### src/hw/synth_cfg_pkg.sv
package synth_cfg_pkg;
  // ---------------------------------------------------------------
  // register file geometry
  // ---------------------------------------------------------------
  localparam int          NUM_SETS     = 4;
  localparam int          REG_COUNT    = 24;
  localparam logic [4:0]  IDX_CP_MINT  = 5'h00;
  localparam logic [4:0]  IDX_FRAC_HI  = 5'h04;
  localparam logic [4:0]  IDX_FRAC_MID = 5'h08;
  localparam logic [4:0]  IDX_POST     = 5'h0C;
  localparam logic [4:0]  IDX_RSVD_A   = 5'h10;
  localparam logic [4:0]  IDX_OUT_CTL  = 5'h11;
  localparam logic [4:0]  IDX_LOOP_CTL = 5'h12;
  localparam logic [4:0]  IDX_RSVD_B   = 5'h13;
  localparam logic [4:0]  IDX_SET_EXT  = 5'h14;
  localparam logic [4:0]  IDX_LAST     = 5'h17;
  localparam logic [4:0]  IDX_PTR      = 5'h18;
  localparam logic [4:0]  IDX_PORT     = 5'h19;
  localparam logic [4:0]  IDX_TARGET   = 5'h1A;
  // ---------------------------------------------------------------
  // field positions
  // ---------------------------------------------------------------
  localparam int POS_CP      = 6;
  localparam int POS_MINT_LO = 1;
  localparam int POS_FRAC17  = 0;
  localparam int POS_FRAC0   = 7;
  localparam int POS_REF_OFF = 3;
  localparam int POS_Q_OFF   = 2;
  localparam int POS_SWING   = 1;
  localparam int POS_LOOP_EN = 5;
  localparam int POS_CONFIG_SET_SELECT    = 3;
  localparam int POS_P_LO    = 6;
  localparam int POS_MINT5   = 5;
  localparam int POS_MINT6   = 4;
  localparam int POS_P2      = 3;
  localparam int POS_DG      = 2;
  localparam int POS_DSM     = 1;
  localparam int POS_LF      = 0;
  // ---------------------------------------------------------------
  // reset values and writable masks
  // ---------------------------------------------------------------
  localparam logic [7:0] RST_ZERO     = 8'h00;
  localparam logic [7:0] RST_LOOP_CTL = 8'h20;
  localparam logic [7:0] RST_SET_EXT  = 8'h02;
  localparam logic [7:0] MASK_FULL    = 8'hFF;
  localparam logic [7:0] MASK_OUT_CTL = 8'h0E;
  localparam logic [7:0] MASK_LOOP    = 8'h38;
  // ---------------------------------------------------------------
  // decode constants
  // ---------------------------------------------------------------
  localparam logic [6:0] INT_OFFSET   = 7'h04;
  localparam logic [6:0] TARGET_ADDR  = 7'h6E;
endpackage : synth_cfg_pkg

### src/hw/synth_divider_config_decode.sv
//Contract
//- integer feedback code is seven bits, ratio spans 4 to 127
//- integer codes below four divide by code plus four
//- fractional part is the 18-bit field over two to the eighteenth
//- post ratios 2,3,4,5,6 and even 8 through 126
//- post codes 0..2 give 2, 3..5 literal, else upper six bits doubled
//- input code 000/001/010/011 divide 1/2/4/8, top bit set multiplies by two
//- two-bit set select picks one of four stored sets
//- main output disable forces true low, complement high
//- reference copy disable turns off buffered reference pair
//- loop enable low bypasses loop, reference divided by post divider
//- per-set modulator enable, default on
//- swing select high gives increased swing
//- loop filter and pump current codes passed to loop
//- serial target address is 1101110
//- data port accesses registers in ascending order after a pointer
//
// The placing of the registers and the APB interface to the registers are this design's own decisions.
`timescale 1ns/1ps
`default_nettype none
module synth_divider_config_decode #(
  parameter int ADDR_W = 8
) (
  // clock and reset
  input  wire logic              clk,
  input  wire logic              rst_n,
  // apb slave
  input  wire logic              psel,
  input  wire logic              penable,
  input  wire logic              pwrite,
  input  wire logic [ADDR_W-1:0] paddr,
  input  wire logic [31:0]       pwdata,
  output logic      [31:0]       prdata,
  output logic                   pready,
  output logic                   pslverr,
  // decoded loop settings
  output logic      [1:0]        active_set,
  output logic      [24:0]       feedback_ratio,
  output logic      [6:0]        post_ratio,
  output logic      [4:0]        prescale_half,
  output logic                   modulator_enable,
  output logic                   dither_gain,
  output logic                   loop_filter_sel,
  output logic      [1:0]        pump_current_sel,
  // output control
  output logic                   loop_enable,
  output logic                   synth_out_drive,
  output logic                   buffered_reference_drive,
  output logic                   swing_high,
  output logic      [6:0]        serial_target_addr
);
  // ---------------------------------------------------------------
  // decode helpers
  // ---------------------------------------------------------------
  function automatic logic [7:0] reg_mask(input logic [4:0] idx);
    if (idx == synth_cfg_pkg::IDX_RSVD_A || idx == synth_cfg_pkg::IDX_RSVD_B)
      reg_mask = 8'h00;
    else if (idx == synth_cfg_pkg::IDX_OUT_CTL)
      reg_mask = synth_cfg_pkg::MASK_OUT_CTL;
    else if (idx == synth_cfg_pkg::IDX_LOOP_CTL)
      reg_mask = synth_cfg_pkg::MASK_LOOP;
    else
      reg_mask = synth_cfg_pkg::MASK_FULL;
  endfunction : reg_mask

  function automatic logic [7:0] reg_reset(input logic [4:0] idx);
    if (idx == synth_cfg_pkg::IDX_LOOP_CTL)
      reg_reset = synth_cfg_pkg::RST_LOOP_CTL;
    else if (idx >= synth_cfg_pkg::IDX_SET_EXT)
      reg_reset = synth_cfg_pkg::RST_SET_EXT;
    else
      reg_reset = synth_cfg_pkg::RST_ZERO;
  endfunction : reg_reset

  function automatic logic [6:0] int_decode(input logic [6:0] code);
    if (code < synth_cfg_pkg::INT_OFFSET)
      int_decode = code + synth_cfg_pkg::INT_OFFSET;
    else
      int_decode = code;
  endfunction : int_decode

  function automatic logic [6:0] post_decode(input logic [6:0] code);
    if (code <= 7'h02)
      post_decode = 7'h02;
    else if (code <= 7'h05)
      post_decode = code;
    else
      post_decode = {code[6:1], 1'b0};
  endfunction : post_decode

  // ratio in halves so that the multiply-by-two code stays an integer
  function automatic logic [4:0] pre_decode(input logic [2:0] code);
    if (code[2])
      pre_decode = 5'h01;
    else
      pre_decode = 5'(5'h02 << code[1:0]);
  endfunction : pre_decode

  // ---------------------------------------------------------------
  // register file and bus state
  // ---------------------------------------------------------------
  logic [7:0]  mem_q [synth_cfg_pkg::REG_COUNT];
  logic [7:0]  mem_d [synth_cfg_pkg::REG_COUNT];
  logic [4:0]  ptr_q;
  logic [4:0]  ptr_d;
  logic [31:0] prdata_d;
  logic        pready_d;
  logic        pslverr_d;
  logic [4:0]  idx;
  logic [4:0]  tgt;
  logic        access;
  logic        mapped;

  assign idx    = paddr[6:2];
  assign access = psel & penable & pready;
  assign tgt    = (idx == synth_cfg_pkg::IDX_PORT) ? ptr_q : idx;
  assign mapped = (paddr[ADDR_W-1:7] == '0) && (idx <= synth_cfg_pkg::IDX_TARGET);

  always_comb
  begin
    for (int i = 0; i < synth_cfg_pkg::REG_COUNT; i++)
      mem_d[i] = mem_q[i];
    ptr_d     = ptr_q;
    // answer is prepared in setup so the access phase is one cycle
    pready_d  = psel & ~penable;
    pslverr_d = psel & ~penable & ~mapped;
    prdata_d  = prdata;
    if (psel & ~penable)
    begin
      prdata_d = 32'h0000_0000;
      if (mapped && tgt <= synth_cfg_pkg::IDX_LAST)
        prdata_d = {24'h00_0000, mem_q[tgt]};
      else if (mapped && idx == synth_cfg_pkg::IDX_PTR)
        prdata_d = {27'h000_0000, ptr_q};
      else if (mapped && idx == synth_cfg_pkg::IDX_TARGET)
        prdata_d = {25'h000_0000, synth_cfg_pkg::TARGET_ADDR};
    end
    if (access && mapped)
    begin
      if (pwrite && tgt <= synth_cfg_pkg::IDX_LAST)
        mem_d[tgt] = pwdata[7:0] & reg_mask(tgt);
      if (pwrite && idx == synth_cfg_pkg::IDX_PTR)
        ptr_d = (pwdata[4:0] > synth_cfg_pkg::IDX_LAST) ? 5'h00 : pwdata[4:0];
      if (idx == synth_cfg_pkg::IDX_PORT)
        ptr_d = (ptr_q == synth_cfg_pkg::IDX_LAST) ? 5'h00 : 5'(ptr_q + 5'h01);
    end
  end

  always_ff @(posedge clk or negedge rst_n)
  begin
    if (!rst_n)
    begin
      for (int i = 0; i < synth_cfg_pkg::REG_COUNT; i++)
        mem_q[i] <= reg_reset(5'(i));
      ptr_q   <= 5'h00;
      prdata  <= 32'h0000_0000;
      pready  <= 1'b0;
      pslverr <= 1'b0;
    end
    else
    begin
      for (int i = 0; i < synth_cfg_pkg::REG_COUNT; i++)
        mem_q[i] <= mem_d[i];
      ptr_q   <= ptr_d;
      prdata  <= prdata_d;
      pready  <= pready_d;
      pslverr <= pslverr_d;
    end
  end

  // ---------------------------------------------------------------
  // selected set decode
  // ---------------------------------------------------------------
  logic [1:0]  sel;
  logic [7:0]  r_cp;
  logic [7:0]  r_ext;
  logic [6:0]  int_code;
  logic [17:0] frac_code;
  logic [2:0]  pre_code;
  logic [1:0]  active_set_d;
  logic [24:0] feedback_ratio_d;
  logic [6:0]  post_ratio_d;
  logic [4:0]  prescale_half_d;

  assign sel       = mem_q[synth_cfg_pkg::IDX_LOOP_CTL][synth_cfg_pkg::POS_CONFIG_SET_SELECT +: 2];
  assign r_cp      = mem_q[synth_cfg_pkg::IDX_CP_MINT + 5'(sel)];
  assign r_ext     = mem_q[synth_cfg_pkg::IDX_SET_EXT + 5'(sel)];
  assign int_code  = {r_ext[synth_cfg_pkg::POS_MINT6], r_ext[synth_cfg_pkg::POS_MINT5],
                      r_cp[synth_cfg_pkg::POS_MINT_LO +: 5]};
  assign frac_code = {r_cp[synth_cfg_pkg::POS_FRAC17], mem_q[synth_cfg_pkg::IDX_FRAC_HI + 5'(sel)],
                      mem_q[synth_cfg_pkg::IDX_FRAC_MID + 5'(sel)],
                      mem_q[synth_cfg_pkg::IDX_POST + 5'(sel)][synth_cfg_pkg::POS_FRAC0]};
  assign pre_code  = {r_ext[synth_cfg_pkg::POS_P2], r_ext[synth_cfg_pkg::POS_P_LO +: 2]};

  // recomputed every cycle, so a write to a field of the selected set shows one cycle after the byte is stored
  always_comb
  begin
    active_set_d     = sel;
    feedback_ratio_d = {int_decode(int_code), frac_code};
    post_ratio_d     = post_decode(mem_q[synth_cfg_pkg::IDX_POST + 5'(sel)][6:0]);
    prescale_half_d  = pre_decode(pre_code);
  end

  always_ff @(posedge clk or negedge rst_n)
  begin
    if (!rst_n)
    begin
      active_set               <= 2'h0;
      feedback_ratio           <= 25'h000_0000;
      post_ratio               <= 7'h00;
      prescale_half            <= 5'h00;
      modulator_enable         <= 1'b0;
      dither_gain              <= 1'b0;
      loop_filter_sel          <= 1'b0;
      pump_current_sel         <= 2'h0;
      loop_enable              <= 1'b0;
      synth_out_drive          <= 1'b0;
      buffered_reference_drive <= 1'b0;
      swing_high               <= 1'b0;
      serial_target_addr       <= 7'h00;
    end
    else
    begin
      active_set               <= active_set_d;
      feedback_ratio           <= feedback_ratio_d;
      post_ratio               <= post_ratio_d;
      prescale_half            <= prescale_half_d;
      modulator_enable         <= r_ext[synth_cfg_pkg::POS_DSM];
      dither_gain              <= r_ext[synth_cfg_pkg::POS_DG];
      loop_filter_sel          <= r_ext[synth_cfg_pkg::POS_LF];
      pump_current_sel         <= r_cp[synth_cfg_pkg::POS_CP +: 2];
      loop_enable              <= mem_q[synth_cfg_pkg::IDX_LOOP_CTL][synth_cfg_pkg::POS_LOOP_EN];
      synth_out_drive          <= ~mem_q[synth_cfg_pkg::IDX_OUT_CTL][synth_cfg_pkg::POS_Q_OFF];
      buffered_reference_drive <= ~mem_q[synth_cfg_pkg::IDX_OUT_CTL][synth_cfg_pkg::POS_REF_OFF];
      swing_high               <= mem_q[synth_cfg_pkg::IDX_OUT_CTL][synth_cfg_pkg::POS_SWING];
      serial_target_addr       <= synth_cfg_pkg::TARGET_ADDR;
    end
  end
endmodule : synth_divider_config_decode
`default_nettype wire

### config.mk
export PLATFORM = sky130hd
export DESIGN_NAME = synth_divider_config_decode
export DESIGN_NICKNAME = d
export VERILOG_FILES = /design/src/hw/synth_cfg_pkg.sv /design/src/hw/synth_divider_config_decode.sv
export SDC_FILE = /design/constraint.sdc
export NUM_CORES = 1
export LEC_CHECK = 0
export BUFFER_PORTS_ARGS = -buffer_cell sky130_fd_sc_hd__buf_2
export CAP_MARGIN = 15
export CORE_MARGIN = 10
export CORE_UTILIZATION = 40
export CTS_CLUSTER_SIZE = 30
export DETAILED_ROUTE_END_ITERATION = 10
export PLACE_DENSITY_LB_ADDON = 0.2
export SETUP_SLACK_MARGIN = 0.15
export SYNTH_ARGS = -nofsm -noshare
export SYNTH_HDL_FRONTEND = slang
export SYNTH_SLANG_ARGS = --single-unit
### constraint.sdc
create_clock -name clk -period 4.15 [get_ports clk]
set_input_delay 0.415 -clock clk [delete_from_list [all_inputs] [get_ports clk]]
set_output_delay 0.415 -clock clk [all_outputs]
set_load 0.02 [all_outputs]
==> results.txt, run 1 <==
The flow ran to the end, and the final reports show no timing, DRC or antenna violations. The setup slack after placement is 952 ps. No sink is reached through more buffers than the 3 on the longest clock path. The run gives 6.59 nW as the leakage power summed over all cells. The power density over the cells was 389 mW/mm²; the relative slew slack was 22.4%. Counting flops with a built-in enable in the synthesized netlist gives 0. The layout cell share with drive strength beyond 1 was 39.1%.

After floorplanning, the core was divided into 64 placement rows. Cell at the slowest stage of the critical path: sky130_fd_sc_hd__o21a_1. The sort of element at the end of the critical path was a register. For this run, the number of Yosys warnings is 0. The cell seen most often among critical-path stages was sky130_fd_sc_hd__nor2_1. Dividing the detail-routed wire length by the instance count gives 23.7 µm.

The synthesized netlist occupies a cell area of 0.0123 mm². Synthesis produced 948 cells. The cell sitting at the root of the clock tree is a sky130_fd_sc_hd__clkbuf_16. Cell count of the worst hold path: 2.

Ratio of routed vias to standard cells: 5.59. For the pin with the worst max-slew slack, the measured transition is 1160 ps. In this run the count of I/O pins placed on the die edge is 134. The total vias in the final route is 8057, and the maximum number of pins on one net before global-route repair is 115. TritonCTS built the clock tree. The floorplan die width came out at 195 µm.

For the number of nets at the end of the flow, the log shows 1071. The tools report the final hold violation count as 0. The wire length of the first global-routing pass is 53.5 mm, and the HPWL after detailed placement is 23.0 mm. The setup skew after layout is 10.8 ps. For the remaining design rule violation count, the log shows 0.

The final RePlAce weighted congestion is 0.940. Most frequently used flop master after synthesis: sky130_fd_sc_hd__dfrtp_1. The maximum fanout along the worst path came out at 22. Based on the critical path, the design can be clocked at up to 355 MHz. Compared with the post-synthesis result, the final layout area differs by 13.7%.

For the number of setup violations in the final report, the log shows 0. The core region is 0.0304 mm². In the synthesized netlist the async set-or-reset flop fraction comes to 100%. The run gives 256 as the number of clock sinks.

The final critical path takes up 67.8% of the cycle. Once routing completed, OpenROAD measured the worst setup slack at 1340 ps. Distinct cell type count after synthesis: 62.

Walking the worst path, the cells encountered are o31a_2 -> nor2_1 -> nor2_1 -> o21a_1 -> mux2_2. By startpoint and endpoint, the worst setup path is classified as reg -> reg. In the global route stage, overall resource usage came out at 17.8%.

After clock tree synthesis, the clock-pin slew on the worst setup and hold paths is 60 ps. The kind of start point of the critical path was a register. For this run, the detailed router's first-pass iteration total came to 5.

The logs give 0 for the number of antenna violations at the first check in global routing and 0 for the number of diodes. The worst hold-check path type was in -> reg. Count of filler cells inserted in the layout: 2804. Clock latency on the worst-skew pair, taken at its later pin, is 540 ps.

Dividing the synthesized area by the synthesized cell count gives 12.9 µm². Post-CTS timing repair inserted 0 buffers for setup. The count of input and output buffers is 81, and the die area is 0.0381 mm².

The worst IR drop on VDD was 0.305 mV. The effective utilization at floorplan was 40.3%. Once detail routing completed, the nets flagged for antenna violations numbered 0. The minimum clock period after layout came out at 2810 ps. The number of cells on the worst reg-to-reg path is 5.

Global routing finished with a remaining overflow of 0. The tool flagged a number of max-cap violations equal to 0. The biggest cell delay along the critical path was 920 ps. The logs give 34.1 mm for the wire length after detailed routing and 4620 ps for the required time reported for the critical path endpoint. Counting flops and latches in the post-synthesis netlist gives 256. The tools report the sequential area share after synthesis as 52.3%. Measured along the y axis, the die boundary spans 195 µm. Setup repair after global routing left no endpoint under its margin.

The deepest level of the CTS H-tree was 1; the number of hold buffers added after cts was 1. The first routing iteration left 728 violations. At the worst endpoint, the arrival time is 3280 ps. The tools report the via count of the first global-routing pass as 8327. Across all register-to-register paths, the minimum setup slack is 1340 ps. The run gives 0 as the post-CTS resize count.

The setup TNS was 0 ps. The number of clock buffers added by TritonCTS is 28. The final count of pins violating max slew was 0.
==> final cells by class <==
type	instances	area, µm²	area share, %
clock buffers	48	907	6.50
clock inverters	4	22.5	0.161
inverters	10	37.5	0.269
multi-input cells	626	5480	39.3
flip-flops and latches	256	6410	46.0
well taps	396	495	3.55
repair buffers	102	601	4.30
==> through the flow <==
stage	hold WS, ps	power, mW	cells	cell area (µm²)	util (%)
4_1_cts	116	5.49	1442	14000	45.9
3_3_place_gp	410	3.01	1389	13000	42.8
2_1_floorplan	119	2.85	973	12400	-
6_report	138	5.43	1442	14000	45.9
5_1_grt	134	5.65	1442	14000	45.9
3_5_place_dp	409	3.01	1389	13000	42.8
==> cell usage in the layout (no fill, tap or decap), types with 10 or more instances in the layout <==
cell / count
sky130_fd_sc_hd__nand3_1: 27
sky130_fd_sc_hd__a22oi_1: 10
sky130_fd_sc_hd__mux4_2: 65
sky130_fd_sc_hd__dfrtp_1: 249
sky130_fd_sc_hd__clkbuf_8: 11
sky130_fd_sc_hd__mux2_2: 162
sky130_fd_sc_hd__a21oi_1: 34
sky130_fd_sc_hd__and2_1: 26
sky130_fd_sc_hd__a31oi_1: 11
sky130_fd_sc_hd__buf_2: 80
sky130_fd_sc_hd__buf_4: 18
sky130_fd_sc_hd__conb_1: 27
sky130_fd_sc_hd__nor2_2: 18
sky130_fd_sc_hd__nand2_1: 108
sky130_fd_sc_hd__clkbuf_16: 29
sky130_fd_sc_hd__o21ai_0: 20
sky130_fd_sc_hd__nor2_1: 28
==> cell usage after synthesis, drive strengths merged, types with 3 or more instances <==
cell type | instances | area [µm²]
clkbuf | 21 | 80.1
and3 | 5 | 31.3
a21o | 5 | 37.5
a31o | 3 | 26.3
a32oi | 3 | 26.3
dfrtp | 251 | 6280
and2 | 26 | 163
nand3b | 3 | 22.5
a21oi | 34 | 170
a221oi | 3 | 26.3
a211oi | 5 | 37.5
nor2b | 6 | 40.0
o22ai | 5 | 31.3
o21ai | 21 | 105
and2b | 3 | 22.5
nand3 | 27 | 135
nor2 | 46 | 218
mux4 | 65 | 1460
inv | 8 | 30.0
dfstp | 5 | 131
nand2b | 3 | 18.8
nor3 | 6 | 41.3
a31oi | 12 | 81.3
o21a | 4 | 30.0
o21bai | 3 | 22.5
a22oi | 10 | 75.1
nand2 | 108 | 405
mux2 | 162 | 1820
buf | 60 | 378
==> worst max-delay path: cells and delay by family, from the launching register on <==
family / cells / cell delay (ps)
mux: 1 / 310
flops: 1 / 570
compound gates: 2 / 1480
simple gates: 2 / 380
==> flip-flops by register name, summed over array words and instances (netlist names) <==
| signal | cells |
|---|---|
| pslverr | 1 |
| synth_out_drive | 1 |
| feedback_ratio | 25 |
| post_ratio | 7 |
| pready | 1 |
| serial_target_addr | 1 |
| swing_high | 1 |
| active_set_d | 2 |
| prdata | 8 |
| prescale_half | 5 |
| loop_enable | 1 |
| dither_gain | 1 |
| ptr_q | 5 |
| active_set | 2 |
| loop_filter_sel | 1 |
| mem_q | 190 |
| modulator_enable | 1 |
| pump_current_sel | 2 |
| buffered_reference_drive | 1 |
==> logic make-up after synthesis <==
| family | share of synthesized area [%] |
|---|---|
| buffers and inverters | 4.04 |
| AOI/OAI and AO/OA | 6.66 |
| adders and majority gates | 0.204 |
| DFF | 52.3 |
| and+or+nand+nor | 9.75 |
| xor gates and xnor gates | 0.0714 |
| muxes | 27.0 |
| other | 0.0612 |
==> power breakdown <==
part	internal (mW)	leakage, nW	switching (mW)	total, mW
combinational	0.114	2.62	0.294	0.408
clock	1.47	0.458	0.992	2.46
sequential	2.53	3.51	0.0293	2.56
==> metal layers <==
metal  GRT usage [%]  wire length, µm  vias to the layer above
li1                -                -                     3550
met1            25.7            15500                     4182
met2            27.3            15700                      289
met3            3.19             2270                       36
met4            3.96              589                        0
met5               0                0                        -
==> worst paths after layout <==
path / start / endpoint
worst min register to register: mem_q[49] / swing_high
worst max-delay path: ptr_q[0] / mem_q[155]
max in group asynchronous: rst_n / mem_q[17]
worst min-delay path: pwdata[7] / mem_q[15]
min in group asynchronous: rst_n / buffered_reference_drive
worst max register to register: ptr_q[0] / mem_q[155]
(Power assumes the default switching activity.)
==> inputs of run 2 (changes only) <==
ABC_AREA = 1   (was default)
clock period = 2.4 ns   (was 4.15 ns; I/O delays follow)
==> results.txt, run 2 <==
The run gives 50.8% (-1.4 points) as the sequential area share after synthesis. The setup slack after placement is 23.3 ps (-929 ps), and the upper clock frequency limit is 448 MHz (+26%). The clock input transition at the sequential cells of the worst setup and hold paths was 60 ps (about the same); the synthesized area per cell was 7.79 µm² (-40%).

The count of input and output buffers was 81 (unchanged). Among all flip-flop cells after synthesis, the most frequent one is sky130_fd_sc_hd__dfrtp_1. Clock tree synthesis selected as its root buffer the cell sky130_fd_sc_hd__clkbuf_16. The tools report the total vias in the final route as 11309 (+40%). The power density over the cells works out to 692 mW/mm² (+78%). The final hold violation count is 0 (unchanged). For the final RePlAce weighted congestion, the log shows 0.885 (-5.8%). Setup repair after global routing could not meet its margin everywhere. The first-pass iteration count of the detailed router is 6 (+1).

By area the synthesized netlist is led by sky130_fd_sc_hd__dfrtp_1 (50%), sky130_fd_sc_hd__nand2_1 (15%), sky130_fd_sc_hd__o21ai_0 (9.8%). The run gives 7.42 nW (+12%) as the leakage power summed over all cells. Total routing usage reported by global routing: 20.6% (+2.8 points). The tools report the placement row count as 64 (unchanged). The tools report the worst IR drop on VDD as 0.530 mV (+74%).

The most flop-heavy register is mem_q. The run gives 45 (-27%) as the distinct cell type count after synthesis. The run gives 40.9% (+0.61 points) as the effective utilization at floorplan. The critical path in this run is classified as reg -> reg.

Leaving out fill and tap cells, the most frequent cell in the layout is sky130_fd_sc_hd__nand2_1. By count the netlist is led by sky130_fd_sc_hd__nand2_1 (516), sky130_fd_sc_hd__dfrtp_1 (251), sky130_fd_sc_hd__o21ai_0 (246), sky130_fd_sc_hd__nor2_1 (138), sky130_fd_sc_hd__inv_1 (123). The deepest level of the CTS H-tree is 1 (unchanged). The deepest clock path buffer count is 3 (unchanged), and the number of buffers created by CTS is 30 (+7.1%). The share of the core filled with cells was 49.3% (+3.5 points). Kind of start point of the critical path: a register.

The setup TNS was 0 ps (unchanged). For the count of filler cells inserted in the layout, the log shows 3021 (+7.7%). For the via count of the first global-routing pass, the log shows 10929 (+31%). Tracing the worst setup path back leads to its startpoint at ptr_q[1]. The number of clock sinks is 256 (unchanged). In this run the critical register-to-register path is launched from ptr_q[1]. The y dimension of the die was 198 µm (+1.3%). The maximum fanout along the worst path works out to 12 (-45%).

The relative slew slack was 61.3% (+39 points); the final count of pins violating max slew was 0 (unchanged). The post-synthesis sequential element count was 256 (unchanged). For the die area, the log shows 0.0391 mm² (+2.6%).

TritonCTS built the clock tree. The number of flip-flops in the largest register was 190 (unchanged); the endpoint arrival time on the critical path was 2720 ps (-560 ps). The worst setup path is captured at a register.

The required time reported for the critical path endpoint is 2890 ps (-1730 ps). The number of setup violations in the final report is 0 (unchanged). In the post-synthesis netlist, the cell with the most instances is sky130_fd_sc_hd__nand2_1.

Leaving out fill and tap cells, the most frequent cells in the layout are sky130_fd_sc_hd__nand2_1 (516), sky130_fd_sc_hd__dfrtp_1 (250), sky130_fd_sc_hd__o21ai_0 (243). The endpoint identified for the worst register-to-register timing path is prdata[3]. In this run the worst setup path terminates at prdata[3]. The largest registers in the layout are mem_q x190, feedback_ratio x25, prdata x8. Register-to-register path setup slack: 170 ps (-1170 ps).

The logic depth of the worst register-to-register path was 12 (+7); the area overhead of the layout relative to synthesis was 20.5%. Proportion of synthesized flip-flops having asynchronous set or reset: 100% (unchanged). For the number of top-level design ports, the log shows 134 (unchanged). Sum of overflow across all layers after global routing: 0 (unchanged). For the area of the mapped netlist, the log shows 0.0126 mm² (+2.8%). The synthesized instance count is 1621 (+71%).

The minimum clock period after layout came out at 2230 ps (-580 ps). The worst hold slack was 28.5 ps (-110 ps); the source-to-sink clock delay at the later pin of the worst-skew pair was 570 ps (+30 ps). The wire length of the first global-routing pass was 63.1 mm (+18%); the area of the core was 0.0308 mm² (+1.3%).

The run gives 1786 (+67%) as the number of nets at the end of the flow. The number of enable-type register cells in the synthesized netlist is 0 (unchanged). For the wire length after detailed routing, the log shows 40.8 mm (+20%). For the total power, the log shows 10.5 mW (+94%). The maximum number of pins on one net before global-route repair came out at 67 (-42%). Number of antenna violations at the first check in global routing: 1 (+1). The floorplan die width is 198 µm (+1.3%).

The mean routed wirelength per cell came out at 18.9 µm (-20%). The run gives 0 (unchanged) as the total of warnings raised by yosys. Ratio of routed vias to standard cells: 5.24 (-6.2%). The setup skew after layout was 25.7 ps (+14.9 ps); the remaining design rule violation count was 0 (unchanged). The run gives 0 (unchanged) as the number of diodes. The HPWL after detailed placement is 27.6 mm (+20%), and the number of violations reported at the end of detailed-routing iteration 0 is 1025 (+41%). The transition time of the tightest slew-check pin is 580 ps (-584 ps).

The ratio of final minimum period to clock period works out to 93.1% (+25 points). Worst-case setup margin in the final layout: 166 ps (-1170 ps). The area share of the largest cell type after synthesis is 49.8% (-1.4 points). The run finished with clean final reports.

The worst hold-check path type is in -> reg. The cell taking the most area after synthesis was sky130_fd_sc_hd__dfrtp_1. The number of nets with antenna violations after detailed routing was 0 (unchanged); the layout cell share with drive strength beyond 1 was 15.8% (-23 points). The number of maximum-capacitance violations is 0 (unchanged).
## run 2: timing repair
| action | in CTS | in global routing |
|---|---|---|
| cloned | 0 | 1 |
| hold buffers | 7 | 0 |
| setup buffers | 0 | 3 |
| endpoints found under the hold margin | 65 | 0 |
| endpoints found under the setup margin | 3 | 27 |
| resized for setup | 3 | 5 |
## run 2: final cells by class
class | instances | area [µm²] | share of cell area (%)
clock inverter | 18 | 288 | 1.89
clock buffer | 37 | 837 | 5.50
sequential | 256 | 6410 | 42.2
timing repair buffer | 177 | 1420 | 9.31
inverter | 130 | 492 | 3.23
multi-input combinational | 1144 | 5270 | 34.6
tap | 396 | 495 | 3.26
## run 2: critical path, stage by stage (launching register included)
cell and delay [ps]:
sky130_fd_sc_hd__dfrtp_1 350, sky130_fd_sc_hd__inv_1 90, sky130_fd_sc_hd__o31ai_4 350, sky130_fd_sc_hd__buf_4 350, sky130_fd_sc_hd__buf_4 290, sky130_fd_sc_hd__nand2_1 80, sky130_fd_sc_hd__nand3_1 140, sky130_fd_sc_hd__nand2_1 110
sky130_fd_sc_hd__nand2_1 110, sky130_fd_sc_hd__nor2_1 50, sky130_fd_sc_hd__nand2_1 110, sky130_fd_sc_hd__nand2_1 70, sky130_fd_sc_hd__nand2_1 60
## run 2: logic make-up (layout without fill, tap and decap cells)
kind of cell             Yosys count  count (layout)  share of synthesized area, %
AND/OR/NAND/NOR                  752             753                          25.1
AO/OA/AOI/OAI                    361             361                          15.2
flip-flops                       256             256                          50.8
buffers and inverters            247             362                          8.58
adder cells (fa/ha/maj)            2               2                         0.198
other                              2              27                        0.0595
XOR/XNOR                           1               1                        0.0694
## run 2: worst min-delay path by stage
stage	startpoint	to	slack, ps	cells past startpoint
after floorplan	rst_n	active_set[0]	-60	0
after global placement	rst_n	serial_target_addr[1]	250	1
after detailed placement	rst_n	serial_target_addr[1]	260	1
after CTS	pwdata[6]	mem_q[22]	10	3
after global routing	pwdata[6]	mem_q[22]	40	3
final	pwdata[6]	mem_q[22]	30	3
## run 2: metrics by stage
stage	cells	area (µm²)
3_5_place_dp	2092	14000
5_1_grt	2158	15200
4_1_cts	2154	15200
3_3_place_gp	2092	14000
2_1_floorplan	1646	12700
6_report	2158	15200
## run 2: power by group
part,total (mW),switching (mW),internal (mW)
Sequential,4.45,0.0463,4.40
Combinational,0.973,0.683,0.290
Clock,5.10,1.88,3.22
## run 2: routing by layer
| layer | wire (µm) | vias up | global-route usage [%] |
|---|---|---|---|
| met3 | 3180 | 88 | 4.22 |
| met1 | 17900 | 5436 | 27.5 |
| met4 | 1330 | 2 | 7.00 |
| li1 | - | 5396 | - |
| met5 | 13 | - | 0 |
| met2 | 18400 | 387 | 32.7 |
==> inputs of run 3 (changes only) <==
clock period = 2.5 ns   (was 2.4 ns; I/O delays follow)
==> results.txt, run 3 (same netlist as run 2, synthesis figures left out) <==
The flow ran to the end, and the final reports show no timing, DRC or antenna violations. The run gives 0.00525 mm² (-0.26%) as the combined area of the multi-input logic cells. The run gives 0 (unchanged) as the number of setup violations in the final report. The run gives 0.0391 mm² (unchanged) as the die area. The sort of element at the end of the critical path was a register.

In the final layout, the registers with the most flip-flops are mem_q x190, feedback_ratio x25, prdata x8. The total net switching power was 2.43 mW (-6.9%); the final hold violation count was 0 (unchanged). The floorplan die width was 198 µm (unchanged).

The ratio of routed vias to standard cells is 5.19 (-1.0%). The total vias in the final route was 11110 (-1.8%). The worst hold-check path type was in -> reg. The endpoint arrival time on the critical path was 2740 ps (+20 ps); the clock input transition at the sequential cells of the worst setup and hold paths was 60 ps (about the same). Biggest cell delay along the critical path: 450 ps (+100 ps).

The maximum fanout along the worst path is 10 (-2), and the minimum clock period after layout is 2260 ps (+22.8 ps). The mean routed wirelength per cell is 19.0 µm (+0.61%). The run gives 5 (-1) as the first-pass iteration count of the detailed router. TritonCTS built the clock tree. For the number of antenna violations at the first check in global routing, the log shows 1 (unchanged). The setup TNS is 0 ps (unchanged). By startpoint and endpoint, the worst setup path is classified as reg -> reg. The number of violations reported at the end of detailed-routing iteration 0 came out at 924 (-9.9%).

The number of clock sinks was 256 (unchanged). For the clock network fraction of design power, the log shows 45.9% (-2.6 points). The total routing usage reported by global routing is 20.7% (+0.12 points).

The tools report the placement row count as 64 (unchanged). Leading cell type in the layout, fill and taps excluded: sky130_fd_sc_hd__nand2_1. Switching portion of total power: 25.3% (+0.55 points).

The run gives 27.4 mm (-0.94%) as the HPWL after detailed placement. Deepest level of the CTS H-tree: 1 (unchanged). For the wire length of the first global-routing pass, the log shows 63.1 mm (about the same). The tools report the number of top-level design ports as 134 (unchanged). The area of the core was 0.0308 mm² (unchanged); the required time reported for the critical path endpoint was 2980 ps (+90 ps).

The run gives 3 (unchanged) as the deepest clock path buffer count. The tools report the combinational share of power as 9.6% (+0.4 points). The leakage power summed over all cells was 7.30 nW (-1.6%). Via count of the first global-routing pass: 10576 (-3.2%).

Power density over the cells: 642 mW/mm² (-7.2%). The worst IR drop on VDD came out at 0.444 mV (-16%). The number of nets with antenna violations after detailed routing was 0 (unchanged); the transition time of the tightest slew-check pin was 588 ps (+7.96 ps). The count of filler cells inserted in the layout was 3003 (-0.60%); the number of flip-flops in the largest register was 190 (unchanged). STA classifies the critical path startpoint as a register.

From synthesis to final layout, the design area changed by 18.3%. The ratio of final minimum period to clock period was 90.3% (-2.8 points). The root buffer cell chosen for the clock tree is sky130_fd_sc_hd__clkbuf_16. The tools report the maximum number of pins on one net before global-route repair as 74 (+10%). For the upper clock frequency limit, the log shows 443 MHz (-1.0%).

The tools report the number of placed instances, taps included as 2080 (-0.57%). Walking the worst path, the cells encountered are a31oi_2 -> nand2_1 -> inv_2 -> buf_4 -> nand2_1 -> nand3_1 -> nand2_1 -> nand2_1 -> nor2_1 -> nand2_1 -> nand2_1 -> nand2_1. The tools report the number of buffers created by CTS as 29 (-3.3%).

The effective utilization at floorplan was 40.9% (unchanged). The final standard cell count with taps included and fillers excluded was 2142 (-0.74%); the layout cell share with drive strength beyond 1 was 14.9% (-0.89 points). The register-to-register path setup slack came out at 240 ps (+80 ps). Ranked by flip-flop count, first place goes to mem_q.

For the number of diodes, the log shows 0 (unchanged). The run gives 60.8% (-0.53 points) as the relative slew slack. Setup repair after global routing could not meet its margin everywhere. Number of maximum-capacitance violations: 0 (unchanged). Family with the most delay on the worst path: simple AND/OR/NAND/NOR gates. The source-to-sink clock delay at the later pin of the worst-skew pair was 550 ps (-20 ps). The cell at the slowest stage of the critical path is sky130_fd_sc_hd__dfrtp_1. For the proportion of power drawn by flip-flops and latches, the log shows 44.5% (+2.2 points). Among the stages of the critical path, the cell type that occurs most often is sky130_fd_sc_hd__nand2_1. The run gives 0.921 (+4.1%) as the final RePlAce weighted congestion.

The count of input and output buffers was 81 (unchanged); the remaining design rule violation count was 0 (unchanged). Y dimension of the die: 198 µm (unchanged). The storage element area was 0.00641 mm² (unchanged); the sum of overflow across all layers after global routing was 0 (unchanged). The logs give 1771 (-0.84%) for the number of nets at the end of the flow and 40.7 mm (-0.14%) for the wire length after detailed routing.

The internal power consumption was 7.16 mW (-9.5%). The final count of pins violating max slew was 0 (unchanged). In the layout the commonest cells are sky130_fd_sc_hd__nand2_1 (516), sky130_fd_sc_hd__dfrtp_1 (250), sky130_fd_sc_hd__o21ai_0 (244).

The sum of buffers and inverters on the critical path is 2 (-1). The setup skew after layout was 10.3 ps (-15.4 ps).
-- run 3: power by group through the flow --
stage	combinational (mW)	clock (mW)	sequential, mW
after floorplan	0.427	0	4.39
after global placement	0.894	0	4.34
after detailed placement	0.901	0	4.34
after CTS	0.911	4.49	4.27
after global routing	0.997	4.70	4.28
final	0.916	4.40	4.27
-- run 3: metal layers --
metal | wire length (µm) | vias to the layer above | global-route usage, %
met1 | 18100 | 5306 | 28.5
met5 | 0 | - | 0
met2 | 18900 | 374 | 33.8
met4 | 714 | 0 | 4.38
li1 | - | 5376 | -
met3 | 2980 | 54 | 3.20
-- run 3: worst min-delay path: stages --
cell and delay, ps:
sky130_fd_sc_hd__buf_2 120, sky130_fd_sc_hd__inv_1 90, sky130_fd_sc_hd__o21ai_1 70
-- run 3: per-stage QoR --
step           power, mW  setup WS [ps]  instance area [µm²]  util [%]  hold slack (ps)
4_1_cts             9.67            179                14900      48.2             4.70
3_3_place_gp        5.24            147                13800      44.9              267
2_1_floorplan       4.82            509                12700         -            -45.6
6_report            9.59            243                14900      48.4             19.9
5_1_grt             9.97            123                14900      48.4             14.4
3_5_place_dp        5.24            102                13800      44.9              274
-- run 3: what timing repair did --
action                                 in CTS  in global routing
setup endpoints to repair                   0                 29
endpoints found under the hold margin      68                  0
hold buffers                                5                  0
gates resized for setup                     0                 10
setup buffers                               0                  3
-- run 3: worst paths after layout --
path,from,to,cells after the start
worst max-delay path,ptr_q[1],prdata[3],12
worst min-delay path,pwdata[6],mem_q[14],3
worst max register to register,ptr_q[1],prdata[3],12
worst min register to register,mem_q[45],loop_enable,0
max in group asynchronous,rst_n,mem_q[17],3
min in group asynchronous,rst_n,mem_q[50],2
-- run 3: final cells by class --
cell class | instances | area share, %
well taps | 396 | 3.32
inverters | 130 | 3.29
clock buffers | 42 | 5.72
clock inverters | 11 | 0.914
multi-input cells | 1143 | 35.2
repair buffers | 163 | 8.55
repair inverters | 1 | 0.0503
flip-flops and latches | 256 | 43.0
